File: config.mk
export PLATFORM = sky130hd
export DESIGN_NAME = tcu_unit
export DESIGN_NICKNAME = d
export VERILOG_FILES = /design/src/logic/tcu_pkg.sv /design/src/logic/tcu_timer.sv /design/src/logic/tcu_channel.sv /design/src/logic/tcu_unit.sv
export SDC_FILE = /design/constraint.sdc
export NUM_CORES = 2
export LEC_CHECK = 0
export BUFFER_PORTS_ARGS = -buffer_cell sky130_fd_sc_hd__buf_4
export CAP_MARGIN = 20
export CELL_PAD_IN_SITES_DETAIL_PLACEMENT = 0
export CELL_PAD_IN_SITES_GLOBAL_PLACEMENT = 1
export CORE_MARGIN = 1
export CORE_UTILIZATION = 50
export CTS_BUF_LIST = sky130_fd_sc_hd__clkbuf_8
export DETAILED_ROUTE_END_ITERATION = 8
export PLACE_DENSITY = 0.79
export RECOVER_POWER = 25
export SLEW_MARGIN = 0
export SYNTH_ARGS = -nofsm -noshare
export SYNTH_HDL_FRONTEND = slang
export SYNTH_SLANG_ARGS = --single-unit
File: constraint.sdc
create_clock -name mclk_i -period 3.8 [get_ports mclk_i]
set_input_delay 0.76 -clock mclk_i [delete_from_list [all_inputs] [get_ports mclk_i]]
set_output_delay 0.76 -clock mclk_i [all_outputs]
set_load 0.05 [all_outputs]
File: src/logic/tcu_pkg.sv
// tcu_pkg: constants, register map, field layouts and types of the
// timing channel unit.
// assumes one 250 MHz clock and a plain word-wide register port.

`default_nettype none

package tcu_pkg;

	// ----------------------------------------------------------------
	// sizes
	// ----------------------------------------------------------------
	localparam int TCU_NCH = 16;
	localparam int TCU_NTMR = 2;
	localparam int TCU_TW = 16;
	localparam int TCU_AW = 8;
	localparam int TCU_DW = 32;
	localparam int TCU_NIRQ = 18;
	localparam int TCU_PREW = 8;

	// ----------------------------------------------------------------
	// register map, byte offsets
	// ----------------------------------------------------------------
	localparam logic [7:0] TCU_OFS_TCFG0 = 8'h00;
	localparam logic [7:0] TCU_OFS_TCFG1 = 8'h04;
	localparam logic [7:0] TCU_OFS_RLD0 = 8'h08;
	localparam logic [7:0] TCU_OFS_RLD1 = 8'h0c;
	localparam logic [7:0] TCU_OFS_CNT0 = 8'h10;
	localparam logic [7:0] TCU_OFS_CNT1 = 8'h14;
	localparam logic [7:0] TCU_OFS_GCTL = 8'h18;
	localparam logic [7:0] TCU_OFS_ISTAT = 8'h1c;
	localparam logic [7:0] TCU_OFS_IMASK = 8'h20;
	// channel config at 0x40 + 4*n, channel value at 0x80 + 4*n
	localparam logic [1:0] TCU_RGN_CHCFG = 2'h1;
	localparam logic [1:0] TCU_RGN_CHVAL = 2'h2;

	// ----------------------------------------------------------------
	// field positions
	// ----------------------------------------------------------------
	localparam int TCU_GCTL_STAG_BIT = 0;
	localparam int TCU_ISTAT_TOVF_BIT = 16;

	// ----------------------------------------------------------------
	// encodings
	// ----------------------------------------------------------------
	localparam logic [1:0] TCU_SRC_PRE = 2'h0;
	localparam logic [1:0] TCU_SRC_AUX = 2'h1;
	localparam logic [1:0] TCU_SRC_EXTR = 2'h2;
	localparam logic [1:0] TCU_SRC_EXTB = 2'h3;

	localparam logic [3:0] TCU_M_OFF = 4'h0;
	localparam logic [3:0] TCU_M_CAPR = 4'h1;
	localparam logic [3:0] TCU_M_CAPF = 4'h2;
	localparam logic [3:0] TCU_M_CAPB = 4'h3;
	localparam logic [3:0] TCU_M_CMP0 = 4'h4;
	localparam logic [3:0] TCU_M_CMP1 = 4'h5;
	localparam logic [3:0] TCU_M_CMP4 = 4'h8;

	// ----------------------------------------------------------------
	// types: timer config {run, src, psel}, channel config {tsel, mode}
	// ----------------------------------------------------------------
	typedef struct packed {
		logic run;
		logic [1:0] src;
		logic [2:0] psel;
	} tcu_tcfg_t;

	typedef struct packed {
		logic tsel;
		logic [3:0] mode;
	} tcu_ccfg_t;

	// ----------------------------------------------------------------
	// reset values
	// ----------------------------------------------------------------
	localparam tcu_tcfg_t TCU_RST_TCFG = 6'h00;
	localparam tcu_ccfg_t TCU_RST_CCFG = 5'h00;
	localparam logic [15:0] TCU_RST_RLD = 16'h0000;
	localparam logic [15:0] TCU_RST_CNT = 16'h0000;
	localparam logic [15:0] TCU_CNT_TOP = 16'hffff;
	localparam logic [17:0] TCU_RST_IRQ = 18'h00000;

endpackage

`default_nettype wire

File: src/logic/tcu_timer.sv
// tcu_timer: one 16-bit up-counting time base with reload.
// assumes count sources are already in the mclk_i domain.

`timescale 1ns/10ps
`default_nettype none

module tcu_timer import tcu_pkg::*; (
	// clock and reset
	input wire logic mclk_i,
	input wire logic rst_n_i,
	// configuration
	input wire tcu_tcfg_t cfg_i,
	input wire logic [TCU_TW-1:0] reload_i,
	// software load
	input wire logic load_i,
	input wire logic [TCU_TW-1:0] load_val_i,
	// count sources
	input wire logic aux_ovf_i,
	input wire logic ext_rise_i,
	input wire logic ext_fall_i,
	// state
	output logic [TCU_TW-1:0] count_o,
	output logic ovf_o
);

	// ----------------------------------------------------------------
	// prescaler and source selection
	// ----------------------------------------------------------------
	logic [TCU_PREW-1:0] pre;
	wire logic [TCU_PREW-1:0] pre_mask;
	wire logic pre_tick;
	wire logic tick;
	wire logic run_tick;
	wire logic wrap;

	// divide by 2**psel, a one-cycle enable rather than a second clock
	assign pre_mask = (8'h01 << cfg_i.psel) - 8'h01;
	assign pre_tick = (pre & pre_mask) == pre_mask;
	assign tick = (cfg_i.src == TCU_SRC_PRE) ? pre_tick :
		(cfg_i.src == TCU_SRC_AUX) ? aux_ovf_i :
		(cfg_i.src == TCU_SRC_EXTR) ? ext_rise_i :
		(ext_rise_i | ext_fall_i);
	assign run_tick = cfg_i.run & tick;
	assign wrap = count_o == TCU_CNT_TOP;

	// ----------------------------------------------------------------
	// counter: software load wins over counting
	// ----------------------------------------------------------------
	always_ff @(posedge mclk_i) begin
		if (!rst_n_i) begin
			pre <= '0;
			count_o <= TCU_RST_CNT;
			ovf_o <= 1'b0;
		end else begin
			pre <= pre + 8'h01;
			ovf_o <= run_tick & wrap & ~load_i;
			if (load_i)
				count_o <= load_val_i;
			else if (run_tick)
				count_o <= wrap ? reload_i : count_o + 16'h0001;
		end
	end

endmodule // tcu_timer

`default_nettype wire

File: src/logic/tcu_channel.sv
// tcu_channel: one capture/compare channel and its pin.
// assumes pin_i is already synchronised and slot_i gates evaluation.

`timescale 1ns/10ps
`default_nettype none

module tcu_channel import tcu_pkg::*; (
	// clock and reset
	input wire logic mclk_i,
	input wire logic rst_n_i,
	// configuration and software write
	input wire tcu_ccfg_t cfg_i,
	input wire logic val_we_i,
	input wire logic [TCU_TW-1:0] val_i,
	// time bases and slot enable
	input wire logic [TCU_TW-1:0] t0_i,
	input wire logic [TCU_TW-1:0] t1_i,
	input wire logic slot_i,
	// pin
	input wire logic pin_i,
	output logic pin_o,
	output logic pin_oe_o,
	// state
	output logic [TCU_TW-1:0] val_o,
	output logic evt_o
);

	// ----------------------------------------------------------------
	// decode
	// ----------------------------------------------------------------
	logic pin_q;
	logic pend;
	logic eq_q;
	wire logic [TCU_TW-1:0] tval;
	wire logic rise;
	wire logic fall;
	wire logic is_cap;
	wire logic is_cmp;
	wire logic trig;
	wire logic cap_fire;
	wire logic eq;
	wire logic match;
	wire logic act;

	assign tval = cfg_i.tsel ? t1_i : t0_i;
	assign rise = pin_i & ~pin_q;
	assign fall = ~pin_i & pin_q;
	assign is_cap = (cfg_i.mode >= TCU_M_CAPR) && (cfg_i.mode <= TCU_M_CAPB);
	assign is_cmp = (cfg_i.mode >= TCU_M_CMP0) && (cfg_i.mode <= TCU_M_CMP4);
	assign trig = ((cfg_i.mode == TCU_M_CAPR) & rise) |
		((cfg_i.mode == TCU_M_CAPF) & fall) |
		((cfg_i.mode == TCU_M_CAPB) & (rise | fall));
	// an edge seen off-slot waits for the channel's slot
	assign cap_fire = slot_i & (pend | trig);
	assign eq = is_cmp & (tval == val_o);
	// only the first cycle of equality counts, so a slow timer
	// sitting on the value does not fire repeatedly
	assign match = slot_i & eq & ~eq_q;
	// reserved compare modes match but take no action
	assign act = match & ((cfg_i.mode == TCU_M_CMP0) |
		(cfg_i.mode == TCU_M_CMP1));

	// ----------------------------------------------------------------
	// state: capture beats a software write in the same cycle
	// ----------------------------------------------------------------
	always_ff @(posedge mclk_i) begin
		if (!rst_n_i) begin
			pin_q <= 1'b0;
			pend <= 1'b0;
			eq_q <= 1'b0;
			val_o <= TCU_RST_CNT;
			evt_o <= 1'b0;
			pin_o <= 1'b0;
			pin_oe_o <= 1'b0;
		end else begin
			pin_q <= pin_i;
			pend <= is_cap & (pend | trig) & ~slot_i;
			eq_q <= slot_i ? eq : eq_q;
			evt_o <= (is_cap & cap_fire) | act;
			pin_oe_o <= cfg_i.mode == TCU_M_CMP1;
			if (act & (cfg_i.mode == TCU_M_CMP1))
				pin_o <= ~pin_o;
			if (is_cap & cap_fire)
				val_o <= tval;
			else if (val_we_i)
				val_o <= val_i;
		end
	end

	// ----------------------------------------------------------------
	// checks
	// ----------------------------------------------------------------
	AST_CAPTURE_TIMER:
	assert property (@(posedge mclk_i) disable iff (!rst_n_i)
		(is_cap && cap_fire) |=> (val_o == $past(tval)) && evt_o)
	else $error("capture did not latch the allocated timer");

	AST_EDGE_SELECT:
	assert property (@(posedge mclk_i) disable iff (!rst_n_i)
		(cfg_i.mode == TCU_M_CAPR && !rise && !pend && slot_i) |=> !evt_o)
	else $error("rising-edge capture fired without a rising edge");

	AST_TOGGLE:
	assert property (@(posedge mclk_i) disable iff (!rst_n_i)
		(match && cfg_i.mode == TCU_M_CMP1) |=> (pin_o != $past(pin_o)))
	else $error("compare mode 1 match did not toggle the pin");

	AST_CMP_ACT:
	assert property (@(posedge mclk_i) disable iff (!rst_n_i)
		(cfg_i.mode == TCU_M_CMP0 && slot_i && eq && !eq_q) |=> evt_o)
	else $error("compare match raised no event");

endmodule // tcu_channel

`default_nettype wire

File: src/logic/tcu_unit.sv
// tcu_unit: timing channel unit top, two time bases and sixteen
// capture/compare channels behind a word register port.
// assumes a 250 MHz mclk_i; pins and count inputs are asynchronous,
// the aux timer overflow pulse comes from logic on mclk_i.
//
// Local design decisions: the register offsets and the strobed register port.

`timescale 1ns/10ps
`default_nettype none

module tcu_unit import tcu_pkg::*; (
	// clock and reset
	input wire logic mclk_i,
	input wire logic rst_n_i,
	// register port
	input wire logic [TCU_AW-1:0] addr_i,
	input wire logic [TCU_DW-1:0] wdata_i,
	input wire logic wr_i,
	input wire logic rd_i,
	output logic [TCU_DW-1:0] rdata_o,
	// channel pins
	input wire logic [TCU_NCH-1:0] ch_pin_i,
	output logic [TCU_NCH-1:0] ch_pin_o,
	output logic [TCU_NCH-1:0] ch_pin_oe_o,
	// count sources
	input wire logic [TCU_NTMR-1:0] ext_cnt_i,
	input wire logic aux_ovf_i,
	// interrupt
	output logic irq_o
);

	// ----------------------------------------------------------------
	// registers and internal state
	// ----------------------------------------------------------------
	tcu_tcfg_t tcfg [TCU_NTMR];
	logic [TCU_TW-1:0] rld [TCU_NTMR];
	tcu_ccfg_t ch_cfg [TCU_NCH];
	logic stag;
	logic [TCU_NIRQ-1:0] istat;
	logic [TCU_NIRQ-1:0] imask;
	logic [2:0] slot;
	logic [TCU_DW-1:0] rd_mux;

	// synchronisers
	logic [TCU_NCH-1:0] pin_s1;
	logic [TCU_NCH-1:0] pin_s2;
	logic [TCU_NTMR-1:0] ext_s1;
	logic [TCU_NTMR-1:0] ext_s2;
	logic [TCU_NTMR-1:0] ext_s3;

	// timer and channel outputs
	logic [TCU_TW-1:0] cnt [TCU_NTMR];
	logic [TCU_NTMR-1:0] tovf;
	logic [TCU_TW-1:0] ch_val [TCU_NCH];
	logic [TCU_NCH-1:0] ch_evt;

	// ----------------------------------------------------------------
	// address decode
	// ----------------------------------------------------------------
	wire logic aligned;
	wire logic [1:0] rgn;
	wire logic [3:0] ch_idx;
	wire logic wr_ok;
	wire logic hit_ccfg;
	wire logic hit_cval;
	wire logic wr_tcfg0;
	wire logic wr_tcfg1;
	wire logic wr_rld0;
	wire logic wr_rld1;
	wire logic wr_cnt0;
	wire logic wr_cnt1;
	wire logic wr_gctl;
	wire logic wr_istat;
	wire logic wr_imask;
	wire logic [TCU_NTMR-1:0] t_load;
	wire logic [TCU_NIRQ-1:0] irq_clr;
	wire logic [TCU_NIRQ-1:0] irq_set;
	wire logic [TCU_NIRQ-1:0] next_istat;

	// the low address bits must be zero; anything else is unmapped
	assign aligned = addr_i[1:0] == 2'h0;
	assign rgn = addr_i[7:6];
	assign ch_idx = addr_i[5:2];
	assign wr_ok = wr_i & aligned;
	assign hit_ccfg = aligned & (rgn == TCU_RGN_CHCFG);
	assign hit_cval = aligned & (rgn == TCU_RGN_CHVAL);
	assign wr_tcfg0 = wr_ok & (addr_i == TCU_OFS_TCFG0);
	assign wr_tcfg1 = wr_ok & (addr_i == TCU_OFS_TCFG1);
	assign wr_rld0 = wr_ok & (addr_i == TCU_OFS_RLD0);
	assign wr_rld1 = wr_ok & (addr_i == TCU_OFS_RLD1);
	assign wr_cnt0 = wr_ok & (addr_i == TCU_OFS_CNT0);
	assign wr_cnt1 = wr_ok & (addr_i == TCU_OFS_CNT1);
	assign wr_gctl = wr_ok & (addr_i == TCU_OFS_GCTL);
	assign wr_istat = wr_ok & (addr_i == TCU_OFS_ISTAT);
	assign wr_imask = wr_ok & (addr_i == TCU_OFS_IMASK);
	assign t_load = {wr_cnt1, wr_cnt0};

	// ----------------------------------------------------------------
	// interrupt status: write one to clear, a new event wins
	// ----------------------------------------------------------------
	assign irq_clr = wr_istat ? wdata_i[TCU_NIRQ-1:0] : TCU_RST_IRQ;
	assign irq_set = {tovf, ch_evt};
	assign next_istat = (istat & ~irq_clr) | irq_set;
	// level output, high while any unmasked flag stands
	assign irq_o = |(istat & imask);

	// ----------------------------------------------------------------
	// input synchronisers
	// ----------------------------------------------------------------
	// pins and external count inputs pass two flops first
	always_ff @(posedge mclk_i) begin
		if (!rst_n_i) begin
			pin_s1 <= '0;
			pin_s2 <= '0;
		end else begin
			pin_s1 <= ch_pin_i;
			pin_s2 <= pin_s1;
		end
	end

	// third flop gives the edge detector its previous level
	always_ff @(posedge mclk_i) begin
		if (!rst_n_i) begin
			ext_s1 <= '0;
			ext_s2 <= '0;
			ext_s3 <= '0;
		end else begin
			ext_s1 <= ext_cnt_i;
			ext_s2 <= ext_s1;
			ext_s3 <= ext_s2;
		end
	end

	// ----------------------------------------------------------------
	// global registers
	// ----------------------------------------------------------------
	always_ff @(posedge mclk_i) begin
		if (!rst_n_i) begin
			tcfg[0] <= TCU_RST_TCFG;
			tcfg[1] <= TCU_RST_TCFG;
		end else begin
			if (wr_tcfg0)
				tcfg[0] <= tcu_tcfg_t'(wdata_i[5:0]);
			if (wr_tcfg1)
				tcfg[1] <= tcu_tcfg_t'(wdata_i[5:0]);
		end
	end

	// reload values take effect at the next overflow
	always_ff @(posedge mclk_i) begin
		if (!rst_n_i) begin
			rld[0] <= TCU_RST_RLD;
			rld[1] <= TCU_RST_RLD;
		end else begin
			if (wr_rld0)
				rld[0] <= wdata_i[TCU_TW-1:0];
			if (wr_rld1)
				rld[1] <= wdata_i[TCU_TW-1:0];
		end
	end

	always_ff @(posedge mclk_i) begin
		if (!rst_n_i) begin
			stag <= 1'b0;
			istat <= TCU_RST_IRQ;
			imask <= TCU_RST_IRQ;
		end else begin
			istat <= next_istat;
			if (wr_gctl)
				stag <= wdata_i[TCU_GCTL_STAG_BIT];
			if (wr_imask)
				imask <= wdata_i[TCU_NIRQ-1:0];
		end
	end

	// ----------------------------------------------------------------
	// stagger slot counter
	// ----------------------------------------------------------------
	// eight slots shared by sixteen channels trades resolution
	// for fewer simultaneous events
	always_ff @(posedge mclk_i) begin
		if (!rst_n_i)
			slot <= 3'h0;
		else
			slot <= slot + 3'h1;
	end

	// ----------------------------------------------------------------
	// time bases
	// ----------------------------------------------------------------
	for (genvar t = 0; t < TCU_NTMR; t++) begin : g_tmr
		wire logic ext_rise;
		wire logic ext_fall;

		assign ext_rise = ext_s2[t] & ~ext_s3[t];
		assign ext_fall = ~ext_s2[t] & ext_s3[t];

		tcu_timer u_tmr (
			.mclk_i(mclk_i),
			.rst_n_i(rst_n_i),
			.cfg_i(tcfg[t]),
			.reload_i(rld[t]),
			.load_i(t_load[t]),
			.load_val_i(wdata_i[TCU_TW-1:0]),
			.aux_ovf_i(aux_ovf_i),
			.ext_rise_i(ext_rise),
			.ext_fall_i(ext_fall),
			.count_o(cnt[t]),
			.ovf_o(tovf[t])
		);

		AST_RELOAD:
		assert property (@(posedge mclk_i) disable iff (!rst_n_i)
			tovf[t] |-> (cnt[t] == $past(rld[t])) &&
				($past(cnt[t]) == TCU_CNT_TOP))
		else $error("timer did not reload on overflow");

		AST_AUX_TICK:
		assert property (@(posedge mclk_i) disable iff (!rst_n_i)
			(tcfg[t].run && tcfg[t].src == TCU_SRC_AUX && aux_ovf_i &&
				!t_load[t] && cnt[t] != TCU_CNT_TOP)
			|=> cnt[t] == $past(cnt[t]) + 16'h0001)
		else $error("aux overflow did not advance the timer");

		AST_EXT_HOLD:
		assert property (@(posedge mclk_i) disable iff (!rst_n_i)
			(tcfg[t].run && tcfg[t].src == TCU_SRC_EXTR && !ext_rise &&
				!t_load[t]) |=> $stable(cnt[t]))
		else $error("timer moved without an external count edge");

		AST_STOPPED:
		assert property (@(posedge mclk_i) disable iff (!rst_n_i)
			(!tcfg[t].run && !t_load[t]) |=> $stable(cnt[t]) && !tovf[t])
		else $error("stopped timer changed");
	end

	// ----------------------------------------------------------------
	// channels
	// ----------------------------------------------------------------
	for (genvar i = 0; i < TCU_NCH; i++) begin : g_ch
		wire logic slot_en;
		wire logic val_we;

		// channel n acts in slot n mod 8 when staggered
		assign slot_en = ~stag | (slot == 3'(i));
		assign val_we = wr_ok & hit_cval & (ch_idx == 4'(i));

		always_ff @(posedge mclk_i) begin
			if (!rst_n_i)
				ch_cfg[i] <= TCU_RST_CCFG;
			else if (wr_ok & hit_ccfg & (ch_idx == 4'(i)))
				ch_cfg[i] <= tcu_ccfg_t'(wdata_i[4:0]);
		end

		tcu_channel u_ch (
			.mclk_i(mclk_i),
			.rst_n_i(rst_n_i),
			.cfg_i(ch_cfg[i]),
			.val_we_i(val_we),
			.val_i(wdata_i[TCU_TW-1:0]),
			.t0_i(cnt[0]),
			.t1_i(cnt[1]),
			.slot_i(slot_en),
			.pin_i(pin_s2[i]),
			.pin_o(ch_pin_o[i]),
			.pin_oe_o(ch_pin_oe_o[i]),
			.val_o(ch_val[i]),
			.evt_o(ch_evt[i])
		);

		AST_STAG_SLOT:
		assert property (@(posedge mclk_i) disable iff (!rst_n_i)
			(ch_evt[i] && $past(stag)) |-> $past(slot) == 3'(i))
		else $error("staggered channel acted outside its slot");

		AST_EVT_FLAG:
		assert property (@(posedge mclk_i) disable iff (!rst_n_i)
			ch_evt[i] |=> istat[i])
		else $error("channel event did not set its status flag");

		AST_CMP0_QUIET:
		assert property (@(posedge mclk_i) disable iff (!rst_n_i)
			(ch_cfg[i].mode == TCU_M_CMP0) |=> !ch_pin_oe_o[i])
		else $error("compare mode 0 drove the pin");

		AST_RSV_SILENT:
		assert property (@(posedge mclk_i) disable iff (!rst_n_i)
			(ch_cfg[i].mode > TCU_M_CMP1) |=> !ch_evt[i])
		else $error("reserved mode raised an event");
	end

	// ----------------------------------------------------------------
	// read path: data stand one cycle after the strobe, else zero
	// ----------------------------------------------------------------
	always_comb begin
		rd_mux = 32'h0000_0000;
		if (hit_ccfg)
			rd_mux = 32'(ch_cfg[ch_idx]);
		else if (hit_cval)
			rd_mux = 32'(ch_val[ch_idx]);
		else begin
			case (addr_i)
				TCU_OFS_TCFG0: rd_mux = 32'(tcfg[0]);
				TCU_OFS_TCFG1: rd_mux = 32'(tcfg[1]);
				TCU_OFS_RLD0: rd_mux = 32'(rld[0]);
				TCU_OFS_RLD1: rd_mux = 32'(rld[1]);
				TCU_OFS_CNT0: rd_mux = 32'(cnt[0]);
				TCU_OFS_CNT1: rd_mux = 32'(cnt[1]);
				TCU_OFS_GCTL: rd_mux = 32'(stag);
				TCU_OFS_ISTAT: rd_mux = 32'(istat);
				TCU_OFS_IMASK: rd_mux = 32'(imask);
				default: rd_mux = 32'h0000_0000;
			endcase
		end
	end

	always_ff @(posedge mclk_i) begin
		if (!rst_n_i)
			rdata_o <= 32'h0000_0000;
		else
			rdata_o <= rd_i ? rd_mux : 32'h0000_0000;
	end

	AST_RD_ONE_CYCLE:
	assert property (@(posedge mclk_i) disable iff (!rst_n_i)
		!$past(rd_i) |-> rdata_o == 32'h0000_0000)
	else $error("read data outside the answer cycle");

endmodule // tcu_unit

`default_nettype wire

==> impl_metrics.py <==
metrics = {
    "status": {
        "status": "finished with violations",
        "violations": "max-capacitance violations, max-slew violations",
    },
    "routing": {
        "top_layer": "met5",
        "wl_met3_um": 17400,
        "routed-wl-met2_um": 61300,
        "routed_wl_um": 144000,
        "ant_nets": 0,
        "drtPass1Iterations": 6,
        "num_vias": 32400,
        "drtIter0Drc": 4056,
        "routedWlPerCell_um": 29.0,
        "drc": 0,
        "m1WireLength_um": 56400,
        "via_per_inst": 6.50,
    },
    "worst_hold_path": {
        "min_path_type": "input pin to flop",
        "holdPathStages": 2,
    },
    "pwr": {
        "vdd_ir_drop_max_mv": 0.326,
        "power.density_mw_per_mm2": 382,
        "p_leak_nw": 16.5,
    },
    "floorplan": {
        "floorplan.initialDensity": 0.505,
        "rows": 99,
        "die-area_sq_mm": 0.0748,
        "die_height_um": 274,
        "die_w_um": 274,
        "io_pins": 128,
        "coreArea_sq_mm": 0.0730,
    },
    "cts": {
        "cts_made_buffers": 108,
        "cts_tree": "yes",
        "cts_resized": 0,
        "hold_buffers": 0,
        "clock-sinks": 620,
        "ctsRootBufferMaster": "clkbuf_8",
        "clk_pin_slew_worst_paths_ns": 0.06,
        "cts-htree-levels": 3,
        "clk_latency_ns": 0.76,
        "cts_setup_buffers": 0,
        "cts_max_path_buffers": 3,
    },
    "setup_path": {
        "critical_path.max_fanout": 9,
        "crit_cells": 8,
        "critPathRequiredTime_ns": 4.36,
        "reg2reg_depth": 8,
        "crit_arrival_ns": 3.98,
        "path_class": "flop to flop",
        "max_stage_delay_ns": 0.84,
        "slowest_stage": "edfxtp_1",
        "worstSetupEndpointType": "flop",
        "crit_chain": "mux2i_1 -> xor2_1 -> nand4_1 -> or4_4 -> nor4_2 -> buf_4 -> xnor2_1 -> nor2_1",
        "crit_buf_inv": 1,
        "critPathTopFamily": "simple AND/OR/NAND/NOR gates",
        "start_kind": "flop",
    },
    "sta": {
        "setup_viol": 0,
        "period_share": 0.901,
        "worst_slew_pin_slew_ns": 2.16,
        "rsz0062_at_grt": "no",
        "drv_slew": 79,
        "max_freq_ghz": 0.292,
        "slew_headroom": -0.438,
        "fin_setup_tns_ns": 0,
        "skew_ns": 0.0310,
        "fin_crit_ns": 3.42,
        "hold_viol_final": 0,
        "timing.hold.ws_ns": 0.212,
    },
    "yosys": {
        "avgSynthCellArea_sq_um": 9.43,
        "synth-edff-count": 124,
        "ys_seq_elements": 620,
        "syn-cell-area_sq_mm": 0.0369,
        "synth_cell_types": 76,
        "syn_inst": 3907,
        "async_reset_ff_frac": 0,
        "synth_ff_type": "dfxtp_1",
        "yosys_warnings": 0,
        "synth_seq_area_share": 0.370,
    },
    "global_routing": {
        "grt_antenna_before_repair": 17,
        "grt_pass1_vias": 30800,
        "overflow": 0,
        "grt_pass1_wl_um": 209000,
        "grt_max_degree": 140,
        "grtUsageTotal": 0.380,
    },
    "final_layout": {
        "fillers": 6613,
        "final_common_cell": "dfxtp_1",
        "drive_gt1_frac": 0.193,
        "final_nets": 4030,
        "most-common-layout-cells": "dfxtp_1, nor2_1, buf_4",
        "areaGrowthSynthToFinish_pct": 10.9,
        "final_util": 0.560,
    },
    "placed_design": {
        "gp_congestion": 1.01,
        "dp_hpwl_um": 101000,
        "io_buffer_count": 99,
    },
    "job": {
        "cap_violations": 2,
    },
}
[power by group]
part           internal [W]  leakage (nW)  switching [W]
Clock               0.00352          1.33        0.00297
Sequential          0.00692          5.20       0.000285
Combinational      0.000686          9.97        0.00123
Total                0.0111          16.5        0.00448
[layer usage]
metal / vias up / track usage
met1: 15800 / 0.493
met3: 454 / 0.112
met4: 10 / 0.216
met5: - / 0
li1: 14200 / -
met2: 1936 / 0.563
[final cells by class]
class / count / area [sq um] / share of cell area
flip-flops and latches: 620 / 13700 / 0.334
clock inverters: 60 / 352 / 0.00860
inverters: 83 / 319 / 0.00780
well taps: 959 / 1200 / 0.0294
repair buffers: 307 / 2380 / 0.0583
clock buffers: 141 / 1940 / 0.0475
multi-input cells: 2802 / 21000 / 0.514
diodes: 6 / 15.0 / 0.000367
[path summary, 6_finish.rpt]
check,start,endpoint,slack [ns]
setup / recovery,ch_cfg[4][4],g_ch[4].u_ch.pin_o,0.38
hold / removal,ch_pin_i[2],pin_s1[2],0.21
setup reg to reg,ch_cfg[4][4],g_ch[4].u_ch.pin_o,0.38
hold reg to reg,pin_s1[0],pin_s2[0],0.43
[through the flow]
step / cells / setup slack (ns) / cell area [sq um] / total power, W
after floorplan: 3920 / 1.13 / 36900 / 0.00842
after global placement: 4771 / 0.521 / 38600 / 0.00918
after detailed placement: 4771 / 0.481 / 38600 / 0.00919
after CTS: 4972 / 0.530 / 40900 / 0.0156
after global routing: 4974 / 0.345 / 40900 / 0.0161
final: 4978 / 0.375 / 40900 / 0.0156
[synthesized netlist by cell type (121+ instances only)]
cell type,count,area share
nand2_1,270,0.027
nand3_1,125,0.017
a21oi_1,133,0.018
mux2i_1,210,0.057
dfxtp_1,496,0.27
xnor2_1,184,0.044
a211oi_1,258,0.053
clkbuf_1,240,0.024
nor2_1,285,0.029
o21ai_0,136,0.018
and3_1,135,0.023
edfxtp_1,124,0.10
and2_1,121,0.021
mux2_2,181,0.055
[state kept, by name, indices dropped and copies added, names as in the netlist]
signal,count
g_ch.u_ch.val_o,256
ch_cfg,80
g_tmr.u_tmr.count_o,32
rld,32
imask,18
istat,18
rdata_o,18
g_ch.u_ch.eq_q,16
g_ch.u_ch.evt_o,16
g_ch.u_ch.pend,16
g_ch.u_ch.pin_o,16
g_ch.u_ch.pin_oe_o,16
g_ch.u_ch.pin_q,16
pin_s1,16
pin_s2,16
g_tmr.u_tmr.pre,14
tcfg,12
slot,3
ext_s1,2
ext_s2,2
ext_s3,2
g_tmr.u_tmr.ovf_o,2
stag,1
[cells by family after synthesis]
| kind of cell | share of synthesized area |
|---|---|
| compound gates | 0.144 |
| simple gates | 0.163 |
| fa+ha+maj | 0.0153 |
| other cells | 0.000102 |
| mux | 0.177 |
| flops | 0.370 |
| buf+inv | 0.0616 |
| xor+xnor | 0.0684 |
Note: power is estimated with default switching activity, not from simulation.
